### src/hw/cbrw_pkg.sv
// How it works
// [RULE_01] Word 25h: input current 50 mA/step, comparator input 12 mV/step.
// [RULE_02] Word 26h: system, battery voltage, 64 mV/step, 2.88 V to 19.2 V.
// [RULE_03] Word 3Bh holds an 8-bit OTG voltage setpoint, 64 mV/step.
// [RULE_04] Word 3Ch holds a 7-bit OTG current limit, 50 mA/step.
// [RULE_05] Word 3Dh holds an 8-bit input voltage setpoint, 64 mV/step.
// [RULE_06] Word 3Eh: 6-bit minimum system voltage, default set by cell count.
// [RULE_07] Word 3Fh holds a 6-bit host input current limit, 50 mA/step.
// [RULE_08] Option word 12h loads E20Eh on reset.
// [RULE_09] Bit 15 low power, default 1; on battery disables monitors and ADC.
// [RULE_10] Bit 15 clear: on battery, functions follow their own settings.
// [RULE_11] In low power, comparator still runs if bit 14 or 13 of 30h set.
// [RULE_12] No write to 14h or 15h within period forces zero charge current.
// [RULE_13] Writes to 14h, 15h, 12h restart watchdog; valid values resume.
// [RULE_14] Period field 14:13: 00 off, 01 is 5 s, 10 is 88 s.
// [RULE_15] Period field 11 gives 175 seconds and is the reset value.
// [RULE_16] Timeout counts prescaled clock ticks from zero after each restart.
// [RULE_17] Writes to read-only conversion and identity words are ignored.
package cbrw_pkg;
   localparam logic [7:0]  CMD_OPTION0    = 8'h12;
   localparam logic [7:0]  CMD_CHG_CUR    = 8'h14;
   localparam logic [7:0]  CMD_CHG_VOLT   = 8'h15;
   localparam logic [7:0]  CMD_ADC_IINCMP = 8'h25;
   localparam logic [7:0]  CMD_ADC_SYSBAT = 8'h26;
   localparam logic [7:0]  CMD_OTG_VOLT   = 8'h3B;
   localparam logic [7:0]  CMD_OTG_CUR    = 8'h3C;
   localparam logic [7:0]  CMD_IN_VOLT    = 8'h3D;
   localparam logic [7:0]  CMD_MIN_SYS    = 8'h3E;
   localparam logic [7:0]  CMD_HOST_LIMIT = 8'h3F;
   localparam logic [7:0]  CMD_MAKER_ID   = 8'hFE;
   localparam logic [7:0]  CMD_PART_ID    = 8'hFF;

   localparam logic [15:0] OPTION0_RESET  = 16'hE20E;
   localparam int          LWPWR_BIT      = 15;
   localparam int          WDSEL_HI       = 14;
   localparam int          WDSEL_LO       = 13;
   localparam logic [15:0] SETPOINT_RESET = 16'h0000;

   localparam logic [1:0]  WD_OFF         = 2'h0;
   localparam logic [1:0]  WD_5S          = 2'h1;
   localparam logic [1:0]  WD_88S         = 2'h2;
   localparam logic [1:0]  WD_175S        = 2'h3;

   // Minimum system voltage defaults in 256 mV steps, one to four cells.
   localparam logic [5:0]  MINSYS_1S      = 6'h0E;
   localparam logic [5:0]  MINSYS_2S      = 6'h18;
   localparam logic [5:0]  MINSYS_3S      = 6'h24;
   localparam logic [5:0]  MINSYS_4S      = 6'h30;

   localparam int          CLK_MHZ        = 200;
   localparam int          TICK_US        = 1000;
   localparam int          TICK_CYCLES    = TICK_US * CLK_MHZ;
   localparam int          WD_5S_SEC      = 5;
   localparam int          WD_88S_SEC     = 88;
   localparam int          WD_175S_SEC    = 175;
   localparam int          TICKS_PER_SEC  = 1000000 / TICK_US;
   localparam int          WD_5S_TICKS    = WD_5S_SEC * TICKS_PER_SEC;
   localparam int          WD_88S_TICKS   = WD_88S_SEC * TICKS_PER_SEC;
   localparam int          WD_175S_TICKS  = WD_175S_SEC * TICKS_PER_SEC;
endpackage : cbrw_pkg

### src/hw/cbrw_watchdog.sv
`timescale 1ns/1ps
module cbrw_watchdog
   import cbrw_pkg::*;
#(
   parameter int TICK_LEN  = TICK_CYCLES,
   parameter int T5_TICKS  = WD_5S_TICKS,
   parameter int T88_TICKS = WD_88S_TICKS,
   parameter int T175_TICKS = WD_175S_TICKS
) (
   input  wire logic       clk,        // Core clock.
   input  wire logic       reset,      // Synchronous reset, active high.
   input  wire logic [1:0] period_sel, // Watchdog period select.
   input  wire logic       restart,    // Qualifying write seen.
   output logic            expired     // Timeout reached, held.
);
   logic [17:0] tick_reg;
   logic [17:0] tick_next;
   logic [17:0] cnt_reg;
   logic [17:0] cnt_next;
   logic        exp_reg;
   logic        exp_next;
   logic [17:0] limit;
   logic        tick_pulse;

   assign expired = exp_reg;

   always_comb begin
      case (period_sel) // RULE_14
         WD_5S:   limit = 18'(T5_TICKS);
         WD_88S:  limit = 18'(T88_TICKS);
         WD_175S: limit = 18'(T175_TICKS); // RULE_15
         default: limit = 18'h00001;
      endcase
      tick_pulse = (tick_reg == 18'(TICK_LEN - 1));
      tick_next  = tick_reg;
      cnt_next   = cnt_reg;
      exp_next   = exp_reg;
      if (restart || period_sel == WD_OFF) begin
         tick_next = 18'h00000; // RULE_16
         cnt_next  = 18'h00000; // RULE_16
         exp_next  = 1'b0; // RULE_13
      end else if (!exp_reg) begin
         tick_next = tick_pulse ? 18'h00000 : tick_reg + 18'h00001; // RULE_16
         if (tick_pulse) begin
            if (cnt_reg == limit - 18'h00001) begin
               cnt_next = 18'h00000;
               exp_next = 1'b1; // RULE_12
            end else begin
               cnt_next = cnt_reg + 18'h00001;
            end
         end
      end
   end

   always_ff @(posedge clk) begin
      if (reset) begin
         tick_reg <= 18'h00000;
         cnt_reg  <= 18'h00000;
         exp_reg  <= 1'b0;
      end else begin
         tick_reg <= tick_next;
         cnt_reg  <= cnt_next;
         exp_reg  <= exp_next;
      end
   end

   AST_RESTART_CLEARS: assert property ( // RULE_13
      @(posedge clk) disable iff (reset)
      restart |=> !expired && tick_reg == 18'h00000)
      else $error("Watchdog did not restart on a qualifying write.");

   AST_EXPIRY_CAUSE: assert property ( // RULE_12
      @(posedge clk) disable iff (reset)
      $rose(expired) |-> $past(tick_pulse)
      && $past(cnt_reg) == $past(limit) - 18'h00001)
      else $error("Watchdog expired before its period ran out.");

   AST_OFF_NEVER: assert property ( // RULE_14
      @(posedge clk) disable iff (reset)
      period_sel == WD_OFF |=> !expired)
      else $error("Disabled watchdog reported expiry.");
endmodule : cbrw_watchdog

### src/hw/cbrw_register_bank.sv
`timescale 1ns/1ps
module cbrw_register_bank
   import cbrw_pkg::*;
#(
   parameter int          TICK_LEN   = TICK_CYCLES,
   parameter int          T5_TICKS   = WD_5S_TICKS,
   parameter int          T88_TICKS  = WD_88S_TICKS,
   parameter int          T175_TICKS = WD_175S_TICKS,
   parameter logic [15:0] MAKER_ID   = 16'h0A5A, // Arbitrary value.
   parameter logic [15:0] PART_ID    = 16'h00C3  // Arbitrary value.
) (
   input  wire logic        clk,              // Core clock, 200 MHz.
   input  wire logic        reset,            // Synchronous reset.
   input  wire logic        cmd_valid,        // Word command strobe.
   input  wire logic        cmd_write,        // 1 write, 0 read.
   input  wire logic [7:0]  cmd_code,         // Command code.
   input  wire logic [15:0] cmd_wdata,        // Write word.
   output logic [15:0]      rd_data,          // Read word.
   output logic             rd_valid,         // Read data pulse.
   input  wire logic [1:0]  cell_count,       // Cells minus one.
   input  wire logic [7:0]  adc_input_current,  // Input current code.
   input  wire logic [7:0]  adc_comparator_input, // Comparator code.
   input  wire logic [7:0]  adc_system_voltage, // System voltage code.
   input  wire logic [7:0]  adc_battery_voltage, // Battery voltage code.
   input  wire logic        battery_only,     // Running from battery.
   input  wire logic        cmp_opt_a,        // Bit 14 of word 30h.
   input  wire logic        cmp_opt_b,        // Bit 13 of word 30h.
   input  wire logic        prochot_cfg_en,   // Own setting, prochot.
   input  wire logic        monitor_cfg_en,   // Own setting, buffers.
   input  wire logic        comparator_cfg_en, // Own setting, comparator.
   input  wire logic        adc_cfg_en,       // Own setting, ADC.
   input  wire logic        charge_values_valid, // Charge words valid.
   output logic             prochot_enable,   // Prochot logic on.
   output logic             monitor_enable,   // Monitor buffers on.
   output logic             comparator_enable, // Comparator on.
   output logic             adc_enable,       // ADC on.
   output logic             charge_current_zero, // Force 0 mA.
   output logic             charge_enable,    // Charging allowed.
   output logic [7:0]       otg_voltage,      // OTG voltage code.
   output logic [6:0]       otg_current,      // OTG current code.
   output logic [7:0]       input_voltage,    // Input voltage code.
   output logic [5:0]       min_system_voltage, // Min system code.
   output logic [5:0]       host_input_current_limit, // Host limit.
   output logic [15:0]      charge_option_word_0 // Option word.
);
   logic [15:0] opt_reg;
   logic [15:0] opt_next;
   logic [7:0]  otgv_reg;
   logic [7:0]  otgv_next;
   logic [6:0]  otgc_reg;
   logic [6:0]  otgc_next;
   logic [7:0]  inv_reg;
   logic [7:0]  inv_next;
   logic [5:0]  minsys_reg;
   logic [5:0]  minsys_next;
   logic [5:0]  iinh_reg;
   logic [5:0]  iinh_next;
   logic [15:0] adc_a_reg;
   logic [15:0] adc_a_next;
   logic [15:0] adc_b_reg;
   logic [15:0] adc_b_next;
   logic [15:0] rd_reg;
   logic [15:0] rd_next;
   logic        rdv_reg;
   logic        rdv_next;
   logic        strap_done_reg;
   logic        strap_done_next;
   logic        low_power_enable;
   logic        low_power_active;
   logic        wr;
   logic        wd_restart;
   logic        wd_expired;
   logic [5:0]  strap_value;

   assign wr               = cmd_valid && cmd_write;
   assign low_power_enable = opt_reg[LWPWR_BIT];
   assign low_power_active = low_power_enable && battery_only;
   assign wd_restart       = wr && (cmd_code == CMD_CHG_CUR ||
                             cmd_code == CMD_CHG_VOLT ||
                             cmd_code == CMD_OPTION0); // RULE_13

   cbrw_watchdog #(
      .TICK_LEN   (TICK_LEN),
      .T5_TICKS   (T5_TICKS),
      .T88_TICKS  (T88_TICKS),
      .T175_TICKS (T175_TICKS)
   ) u_watchdog (
      .clk        (clk),
      .reset      (reset),
      .period_sel (opt_reg[WDSEL_HI:WDSEL_LO]), // RULE_14
      .restart    (wd_restart),
      .expired    (wd_expired)
   );

   always_comb begin
      case (cell_count) // RULE_06
         2'h0:    strap_value = MINSYS_1S;
         2'h1:    strap_value = MINSYS_2S;
         2'h2:    strap_value = MINSYS_3S;
         default: strap_value = MINSYS_4S;
      endcase
   end

   // Setpoint and option writes; conversions and identities take none.
   always_comb begin
      opt_next        = opt_reg;
      otgv_next       = otgv_reg;
      otgc_next       = otgc_reg;
      inv_next        = inv_reg;
      minsys_next     = minsys_reg;
      iinh_next       = iinh_reg;
      strap_done_next = 1'b1;
      if (!strap_done_reg) begin
         minsys_next = strap_value; // RULE_06
      end
      if (wr) begin
         case (cmd_code)
            CMD_OPTION0:  opt_next    = cmd_wdata; // RULE_09
            CMD_OTG_VOLT: otgv_next   = cmd_wdata[7:0]; // RULE_03
            CMD_OTG_CUR:  otgc_next   = cmd_wdata[6:0]; // RULE_04
            CMD_IN_VOLT:  inv_next    = cmd_wdata[7:0]; // RULE_05
            CMD_MIN_SYS:  minsys_next = cmd_wdata[5:0]; // RULE_06
            CMD_HOST_LIMIT: iinh_next = cmd_wdata[5:0]; // RULE_07
            default:      opt_next    = opt_reg; // RULE_17
         endcase
      end
   end

   // Conversions freeze while the ADC is off, in low power mode on battery or by adc_cfg_en.
   always_comb begin
      adc_a_next = adc_a_reg;
      adc_b_next = adc_b_reg;
      if (adc_enable) begin
         adc_a_next = {adc_input_current, adc_comparator_input}; // RULE_01
         adc_b_next = {adc_system_voltage, adc_battery_voltage}; // RULE_02
      end
   end

   always_comb begin
      rdv_next = cmd_valid && !cmd_write;
      rd_next  = rd_reg;
      if (cmd_valid && !cmd_write) begin
         case (cmd_code)
            CMD_OPTION0:    rd_next = opt_reg;
            CMD_ADC_IINCMP: rd_next = adc_a_reg; // RULE_01
            CMD_ADC_SYSBAT: rd_next = adc_b_reg; // RULE_02
            CMD_OTG_VOLT:   rd_next = {8'h00, otgv_reg};
            CMD_OTG_CUR:    rd_next = {9'h000, otgc_reg};
            CMD_IN_VOLT:    rd_next = {8'h00, inv_reg};
            CMD_MIN_SYS:    rd_next = {10'h000, minsys_reg};
            CMD_HOST_LIMIT: rd_next = {10'h000, iinh_reg};
            CMD_MAKER_ID:   rd_next = MAKER_ID;
            CMD_PART_ID:    rd_next = PART_ID;
            default:        rd_next = 16'h0000;
         endcase
      end
   end

   always_ff @(posedge clk) begin
      if (reset) begin
         opt_reg        <= OPTION0_RESET; // RULE_08
         otgv_reg       <= SETPOINT_RESET[7:0];
         otgc_reg       <= SETPOINT_RESET[6:0];
         inv_reg        <= SETPOINT_RESET[7:0];
         minsys_reg     <= SETPOINT_RESET[5:0];
         iinh_reg       <= SETPOINT_RESET[5:0];
         adc_a_reg      <= 16'h0000;
         adc_b_reg      <= 16'h0000;
         rd_reg         <= 16'h0000;
         rdv_reg        <= 1'b0;
         strap_done_reg <= 1'b0;
      end else begin
         opt_reg        <= opt_next;
         otgv_reg       <= otgv_next;
         otgc_reg       <= otgc_next;
         inv_reg        <= inv_next;
         minsys_reg     <= minsys_next;
         iinh_reg       <= iinh_next;
         adc_a_reg      <= adc_a_next;
         adc_b_reg      <= adc_b_next;
         rd_reg         <= rd_next;
         rdv_reg        <= rdv_next;
         strap_done_reg <= strap_done_next;
      end
   end

   always_comb begin
      if (low_power_active) begin
         prochot_enable    = 1'b0; // RULE_09
         monitor_enable    = 1'b0; // RULE_09
         adc_enable        = 1'b0; // RULE_09
         comparator_enable = cmp_opt_a || cmp_opt_b; // RULE_11
      end else begin
         prochot_enable    = prochot_cfg_en; // RULE_10
         monitor_enable    = monitor_cfg_en; // RULE_10
         adc_enable        = adc_cfg_en; // RULE_10
         comparator_enable = comparator_cfg_en; // RULE_10
      end
   end

   assign charge_current_zero      = wd_expired; // RULE_12
   assign charge_enable            = !wd_expired && charge_values_valid; // RULE_13
   assign rd_data                  = rd_reg;
   assign rd_valid                 = rdv_reg;
   assign otg_voltage              = otgv_reg;
   assign otg_current              = otgc_reg;
   assign input_voltage            = inv_reg;
   assign min_system_voltage       = minsys_reg;
   assign host_input_current_limit = iinh_reg;
   assign charge_option_word_0     = opt_reg;

   AST_OPTION_RESET: assert property ( // RULE_08
      @(posedge clk) $fell(reset) |-> opt_reg == OPTION0_RESET)
      else $error("Option word lacks its reset value.");

   AST_RO_IGNORED: assert property ( // RULE_17
      @(posedge clk) disable iff (reset)
      wr && (cmd_code == CMD_ADC_IINCMP || cmd_code == CMD_MAKER_ID)
      |=> $stable(opt_reg) && $stable(otgv_reg))
      else $error("Write to a read-only word changed a register.");

   AST_RO_SYSBAT: assert property ( // RULE_17
      @(posedge clk) disable iff (reset)
      wr && strap_done_reg
      && (cmd_code == CMD_ADC_SYSBAT || cmd_code == CMD_PART_ID)
      |=> $stable(otgc_reg) && $stable(inv_reg) && $stable(minsys_reg)
      && $stable(iinh_reg))
      else $error("Write to a read-only word changed a setpoint.");

   AST_LOWPWR_OFF: assert property ( // RULE_09
      @(posedge clk) disable iff (reset)
      opt_reg[LWPWR_BIT] && battery_only |-> !adc_enable && !prochot_enable
      && !monitor_enable)
      else $error("Low power mode left a block enabled.");

   AST_LP_CMP_OFF: assert property ( // RULE_09
      @(posedge clk) disable iff (reset)
      low_power_active && !cmp_opt_a && !cmp_opt_b |-> !comparator_enable)
      else $error("Comparator on in low power without its enable bits.");

   AST_ADC_FREEZE: assert property ( // RULE_09
      @(posedge clk) disable iff (reset)
      !adc_enable |=> $stable(adc_a_reg) && $stable(adc_b_reg))
      else $error("Conversion words changed while the ADC was off.");

   AST_CMP_KEEP: assert property ( // RULE_11
      @(posedge clk) disable iff (reset)
      low_power_active && (cmp_opt_a || cmp_opt_b) |-> comparator_enable)
      else $error("Comparator off despite its enable bits.");

   AST_PERF_FOLLOW: assert property ( // RULE_10
      @(posedge clk) disable iff (reset)
      !opt_reg[LWPWR_BIT] |-> adc_enable == adc_cfg_en
      && comparator_enable == comparator_cfg_en)
      else $error("Performance mode ignored its own settings.");

   AST_PERF_BUFFERS: assert property ( // RULE_10
      @(posedge clk) disable iff (reset)
      !opt_reg[LWPWR_BIT] |-> prochot_enable == prochot_cfg_en
      && monitor_enable == monitor_cfg_en)
      else $error("Performance mode ignored its buffer settings.");

   AST_OTG_WRITE: assert property ( // RULE_03
      @(posedge clk) disable iff (reset)
      wr && cmd_code == CMD_OTG_VOLT
      |=> otg_voltage == $past(cmd_wdata[7:0]))
      else $error("OTG voltage write not stored.");

   AST_OTG_CUR_WRITE: assert property ( // RULE_04
      @(posedge clk) disable iff (reset)
      wr && cmd_code == CMD_OTG_CUR
      |=> otg_current == $past(cmd_wdata[6:0]))
      else $error("OTG current write not stored.");

   AST_IN_VOLT_WRITE: assert property ( // RULE_05
      @(posedge clk) disable iff (reset)
      wr && cmd_code == CMD_IN_VOLT
      |=> input_voltage == $past(cmd_wdata[7:0]))
      else $error("Input voltage write not stored.");

   AST_MINSYS_WRITE: assert property ( // RULE_06
      @(posedge clk) disable iff (reset)
      wr && cmd_code == CMD_MIN_SYS
      |=> min_system_voltage == $past(cmd_wdata[5:0]))
      else $error("Minimum system voltage write not stored.");

   AST_HOST_LIMIT_WRITE: assert property ( // RULE_07
      @(posedge clk) disable iff (reset)
      wr && cmd_code == CMD_HOST_LIMIT
      |=> host_input_current_limit == $past(cmd_wdata[5:0]))
      else $error("Host input current limit write not stored.");

   AST_WD_ZERO: assert property ( // RULE_12
      @(posedge clk) disable iff (reset)
      wd_expired |-> charge_current_zero && !charge_enable)
      else $error("Charging not suspended after watchdog expiry.");

   AST_WD_RESTART: assert property ( // RULE_13
      @(posedge clk) disable iff (reset)
      wd_restart |=> !charge_current_zero)
      else $error("Qualifying write left charging suspended.");

   AST_MINSYS_STRAP: assert property ( // RULE_06
      @(posedge clk) $fell(reset) && !wr ##1 !wr
      |=> min_system_voltage == $past(strap_value, 1))
      else $error("Minimum system voltage missed its cell default.");

   AST_ADC_READ: assert property ( // RULE_02
      @(posedge clk) disable iff (reset)
      cmd_valid && !cmd_write && cmd_code == CMD_ADC_SYSBAT
      |=> rd_valid && rd_data == $past(adc_b_reg))
      else $error("Voltage conversion word read wrong.");

   AST_ADC_CUR_READ: assert property ( // RULE_01
      @(posedge clk) disable iff (reset)
      cmd_valid && !cmd_write && cmd_code == CMD_ADC_IINCMP
      |=> rd_valid && rd_data == $past(adc_a_reg))
      else $error("Current conversion word read wrong.");

   AST_ADC_TRACK: assert property ( // RULE_02
      @(posedge clk) disable iff (reset)
      adc_enable |=> adc_b_reg[15:8] == $past(adc_system_voltage)
      && adc_b_reg[7:0] == $past(adc_battery_voltage))
      else $error("Voltage conversion word did not follow the ADC.");
endmodule : cbrw_register_bank

### config.mk
export PLATFORM = sky130hd
export DESIGN_NAME = cbrw_register_bank
export DESIGN_NICKNAME = d
export VERILOG_FILES = /design/src/hw/cbrw_pkg.sv /design/src/hw/cbrw_watchdog.sv /design/src/hw/cbrw_register_bank.sv
export SDC_FILE = /design/constraint.sdc
export NUM_CORES = 1
export LEC_CHECK = 0
export ABC_AREA = 1
export ABC_CLOCK_PERIOD_IN_PS = 2100
export BUFFER_PORTS_ARGS = -buffer_cell sky130_fd_sc_hd__buf_4
export CORE_MARGIN = 4
export CORE_UTILIZATION = 54
export CTS_BUF_LIST = sky130_fd_sc_hd__clkbuf_4
export DETAILED_ROUTE_END_ITERATION = 16
export GPL_ROUTABILITY_DRIVEN = 1
export GPL_TIMING_DRIVEN = 0
export PLACE_DENSITY = 0.78
export SETUP_SLACK_MARGIN = 0.02
export SYNTH_ARGS = -nofsm -noshare
export SYNTH_HDL_FRONTEND = slang
export SYNTH_HIERARCHICAL = 1
export SYNTH_SLANG_ARGS = --single-unit
### constraint.sdc
create_clock -name clk -period 2.1 [get_ports clk]
set_input_delay 0.105 -clock clk [delete_from_list [all_inputs] [get_ports clk]]
set_output_delay 0.105 -clock clk [all_outputs]
set_load 0.05 [all_outputs]
## Word-level counts from Yosys, hierarchy flattened

Cells that the tools add are included.

| word-level totals | value |
|---|---|
| word-level logic and storage cells | 73 |
| register bits | 138 |

| cells by class | value |
|---|---|
| $add $sub $neg | 3 |
| bitwise logic cells | 1 |
| equal/unequal tests | 19 |
| reductions and logical operators | 20 |
| muxes and demuxes | 16 |

Operators by type and width:

| cell | count |
|---|---|
| $pmux W16 S10 | 1 |
| $eq A8 B6 Y1 const B | 7 |
| $pmux W18 S3 | 1 |
| $add A18 B1 Y18 const B | 2 |
| $mux W18 | 2 |
| $eq A8 B5 Y1 const B | 3 |
| $eq A18 B18 Y1 | 1 |
| $eq A18 B18 Y1 const B | 1 |
| $mux W6 | 3 |
| $pmux W6 S3 | 1 |
| $sub A18 B1 Y18 const B | 1 |
| $eq A8 B8 Y1 const B | 2 |
| $reduce_and A2 Y1 | 6 |
| $mux W1 | 8 |
| $eq A2 B2 Y1 const B | 3 |
| $logic_and A1 B1 Y1 | 5 |
| $eq A2 B1 Y1 const B | 2 |
| $logic_not A2 Y1 | 2 |
| $logic_or A1 B1 Y1 | 4 |
| $logic_not A1 Y1 | 2 |
| $reduce_or A2 Y1 | 1 |
| $not A1 Y1 | 1 |

## Depth between registers and ports, before layout

| logic depth | value |
|---|---|
| depth after elaboration | 7 |
| mapped depth | 13 |
| gate-level depth less buffers | 13 |

## By module

Netlist, hierarchy kept.

Modules (own cells, without submodules):

| module | area each (sq um) | seq. area each (sq um) | cells each | times used |
|---|---|---|---|---|
| cbrw_register_bank | 4534.3 | 2021.9 | 653 | 1 |
| cbrw_watchdog | 2225.9 | 740.7 | 341 | 1 |

## Worst setup path after synthesis

No wires, ideal clock.

| path | value |
|---|---|
| path type | reg-to-reg |
| from | register opt_reg[13], in the netlist charge_option_word_0[13] |
| to | register u_watchdog.cnt_reg[3] |
| arrival | 2.045 ns |
| setup time | 0.116 ns |
| data required time | 1.984 ns |
| clock period less this slack | 2.161 ns |
| stages on the path, launching flop included | 13 |
| setup slack | -0.061 ns |
| path buffers | 1 |
| cell sequence | dfxtp_1 > inv_1 > ha_1 > inv_1 > nand2_1 > nand2_1 > nor2_1 > nand2_1 > nor2_1 > nand3_2 > o21ai_4 > buf_6 > nor2_1 |

| between the ends | value |
|---|---|
| longest elaborated chain between the ends | 5 |
| elaborated cells on any way between the ends | 10 |

RTL lines:

| what | line | RTL |
|---|---|---|
| start, declared | cbrw_register_bank.sv:46 | `logic [15:0] opt_reg;` |
| start signal, assigned | cbrw_register_bank.sv:173 | `opt_reg <= opt_next;` |
| $eq A2 B2 Y1 / $eq A2 B1 Y1 (equally long branches) | cbrw_watchdog.sv:28 | `case (period_sel)` |
| $pmux W18 S3 | cbrw_watchdog.sv:28 |  |
| $sub A18 B1 Y18 | cbrw_watchdog.sv:45 | `if (cnt_reg == limit - 18'h00001) begin` |
| $eq A18 B18 Y1 | cbrw_watchdog.sv:45 |  |
| $mux W18 | cbrw_watchdog.sv:45 |  |
| end signal, assigned | cbrw_watchdog.sv:62 | `cnt_reg <= cnt_next;` |
| end, declared | cbrw_watchdog.sv:18 | `logic [17:0] cnt_reg;` |

Several ways; a longest one is shown, not always the timed one.
A chain may end at the register's enable or synchronous reset.

## Worst setup path after layout

| path | value |
|---|---|
| from | register opt_reg[13], in the netlist charge_option_word_0[13] |
| to | register u_watchdog.cnt_reg[9] |

Same word-level chain as after synthesis.

==> results.sh <==
export IMPL_die_y_um=120
export IMPL_syn2layout_area_growth_pct=31.1
export IMPL_grt_start_max_net_pins=17
export IMPL_antenna_cells=0
export IMPL_synth_area_sq_mm=0.00676
export IMPL_drtAntennaViolNets=0
export IMPL_clock_latency_ns=0.55
export IMPL_slew_violations=0
export IMPL_grt_pass1_vias=6778
export IMPL_crit_arrival_ns=2.40
export IMPL_cts_root_buf="clkbuf_4"
export IMPL_netlist_instances=994
export IMPL_fin_ws_ns=0.146
export IMPL_r2r_worst_path_cells=12
export IMPL_drtIter0Drc=751
export IMPL_start_util=0.558
export IMPL_crit_type="flip-flop to flip-flop"
export IMPL_skew_ns=0.0216
export IMPL_leakage_nw=3.82
export IMPL_core_area_sq_mm=0.0121
export IMPL_synth_distinct_cells=41
export IMPL_cts_tree="done"
export IMPL_final_cells=1391
export IMPL_numCtsBuffers=17
export IMPL_place_hpwl_um=15000
export IMPL_routed_wl_um=20900
export IMPL_drive_gt1_frac=0.195
export IMPL_cts_buffer_depth=2
export IMPL_ys_seq_area_frac=0.409
export IMPL_antenna_found_initial=0
export IMPL_htree_levels=4
export IMPL_avgSynthCellArea_sq_um=6.80
export IMPL_setup_viol_count_final=0
export IMPL_whs_path_depth=4
export IMPL_critPathMaxFanout=10
export IMPL_post_drt_via_cell_ratio=5.24
export IMPL_rows=40
export IMPL_status="finished clean"
export IMPL_grt_pass1_wl_um=33000
export IMPL_rsz0062_at_grt="no"
export IMPL_peakVddDrop_uv=738
export IMPL_worstHoldStart="adc_cfg_en"
export IMPL_numClockSinks=138
export IMPL_fmax_mhz=512
export IMPL_period_needed_ns=1.95
export IMPL_powerDensity_mw_per_mm2=554
export IMPL_final_common_cell="nand2_1"
export IMPL_final_cell_mix="nand2_1 (206), nor2_1 (160), buf_4 (148)"
export IMPL_clk_pin_slew_ns=0.13
export IMPL_vias=7295
export IMPL_relSlewSlack=0.603
export IMPL_place_port_buffers=143
export IMPL_r2r_slack_ns=0.15
export IMPL_rr_endpoint="u_watchdog/cnt_reg[9]"
export IMPL_cap_violations=0
export IMPL_synth_nets=1071
export IMPL_yosys_register_bits=138
export IMPL_dieArea_sq_mm=0.0144
export IMPL_place_ws_ns=0.0525
export IMPL_hold_end="adc_b_reg[15]"
export IMPL_dr_pass1_iters=6
export IMPL_gp_congestion=0.910
export IMPL_dp_cells=1305
export IMPL_grt_util_all_layers=0.286
export IMPL_die_x_um=120
export IMPL_grt_remaining_overflow=0
export IMPL_r2r_start="charge_option_word_0[13]"
export IMPL_synth_warnings=6
export IMPL_nets=1287
export IMPL_placed_area_sq_mm=0.00805
export IMPL_final_area_sq_mm=0.00886
export IMPL_crit_path_start_kind="flip-flop"
export IMPL_fin_setup_tns_ns=0
export IMPL_end_kind="flip-flop"
export IMPL_hold_path_class="input port to flip-flop"
export IMPL_worst_ep_required_time_ns=2.54
export IMPL_hold_viol_final=0
export IMPL_ioPinCount=144
export IMPL_worst_pin_slew_ns=0.595
export IMPL_wl_per_cell_um=15.0
export IMPL_drc=0
export IMPL_fin_hold_ws_ns=0.0150
export IMPL_period_share=0.930
worst max-delay path by stage:
stage,endpoint,depth (start not counted),slack (ns),startpoint
after floorplan,comparator_enable,2,0.03,charge_option_word_0[15]
after global placement,u_watchdog/cnt_reg[7],12,0.06,charge_option_word_0[13]
after detailed placement,u_watchdog/cnt_reg[4],11,0.05,charge_option_word_0[13]
after CTS,u_watchdog/cnt_reg[9],11,0.02,charge_option_word_0[13]
after global routing,adc_enable,4,0.01,charge_option_word_0[15]
final,u_watchdog/cnt_reg[9],12,0.15,charge_option_word_0[13]
metal layers:
| metal | vias to the layer above | global-route usage | wire [um] | share of wire |
|---|---|---|---|---|
| met2 | 315 | 0.493 | 10000 | 0.48 |
| met3 | 64 | 0.0603 | 1600 | 0.077 |
| li1 | 3625 | - | - | - |
| met5 | - | 0 | 0 | 0 |
| met1 | 3291 | 0.361 | 8700 | 0.42 |
| met4 | 0 | 0.0845 | 550 | 0.026 |
repair_timing:
action,in CTS,in global routing
hold endpoints to repair,101,0
pin swaps,0,1
resized for setup,0,7
buffers inserted,0,2
setup endpoints to repair,1,23
hold buffers,53,0
critical path: stages (launching register included):
cell and delay (ns):
dfxtp_2 0.40, inv_2 0.07, ha_1 0.30, inv_1 0.04
nand2_1 0.04, nand2_1 0.05, nor2_1 0.09, nand2_1 0.08
nor2_2 0.14, nand3_2 0.13, o21ai_4 0.27, buf_6 0.19
nor2_1 0.05
report_power, final:
part | switching (W) | leakage [nW] | internal, W
logic | 0.000313 | 2.57 | 0.000246
clock network | 0.00104 | 0.124 | 0.000599
registers | 0.0000409 | 1.12 | 0.00267
total | 0.00139 | 3.82 | 0.00352
stage by stage:
step / total power [W] / util
floorplan: 0.00302 / -
global placement: 0.00323 / 0.664
detailed placement: 0.00323 / 0.664
CTS: 0.00489 / 0.729
global route: 0.00506 / 0.732
finish: 0.00491 / 0.732
Yosys cell counts, drive strengths merged:
| cell type | number | share of area |
|---|---|---|
| inv | 109 | 0.061 |
| and2 | 1 | 0.00093 |
| xnor2 | 6 | 0.0078 |
| o211ai | 1 | 0.0011 |
| buf | 18 | 0.018 |
| or2 | 1 | 0.00093 |
| nand3 | 99 | 0.079 |
| dfxtp | 138 | 0.41 |
| nor3b | 1 | 0.0011 |
| a21oi | 65 | 0.048 |
| o21bai | 1 | 0.0011 |
| nor3 | 8 | 0.0067 |
| o21a | 2 | 0.0022 |
| o22ai | 1 | 0.00093 |
| ha | 7 | 0.013 |
| nand3b | 2 | 0.0022 |
| nand2 | 212 | 0.12 |
| nor4 | 1 | 0.00093 |
| a311oi | 1 | 0.0022 |
| o21ai | 97 | 0.073 |
| nand4 | 14 | 0.013 |
| clkbuf | 17 | 0.0094 |
| and3 | 1 | 0.00093 |
| xor2 | 6 | 0.0078 |
| a31oi | 2 | 0.0019 |
| nor2 | 180 | 0.12 |
| clkinv | 3 | 0.0019 |
cell type report:
| cell class | instances | area [sq um] |
|---|---|---|
| clock inverters | 14 | 123 |
| repair buffers | 198 | 1620 |
| inverters | 112 | 422 |
| multi-input cells | 709 | 3400 |
| clock buffers | 18 | 135 |
| flip-flops and latches | 138 | 2770 |
| plain buffers | 34 | 183 |
| fillers | 1010 | 3250 |
| well taps | 168 | 210 |
logic make-up after synthesis:
group | share of synthesized area
simple gates | 0.342
compound gates | 0.131
buf+inv | 0.0899
flops | 0.409
xor+xnor | 0.0155
fa+ha+maj | 0.0130
No activity file was read; power rests on OpenSTA's default activity.
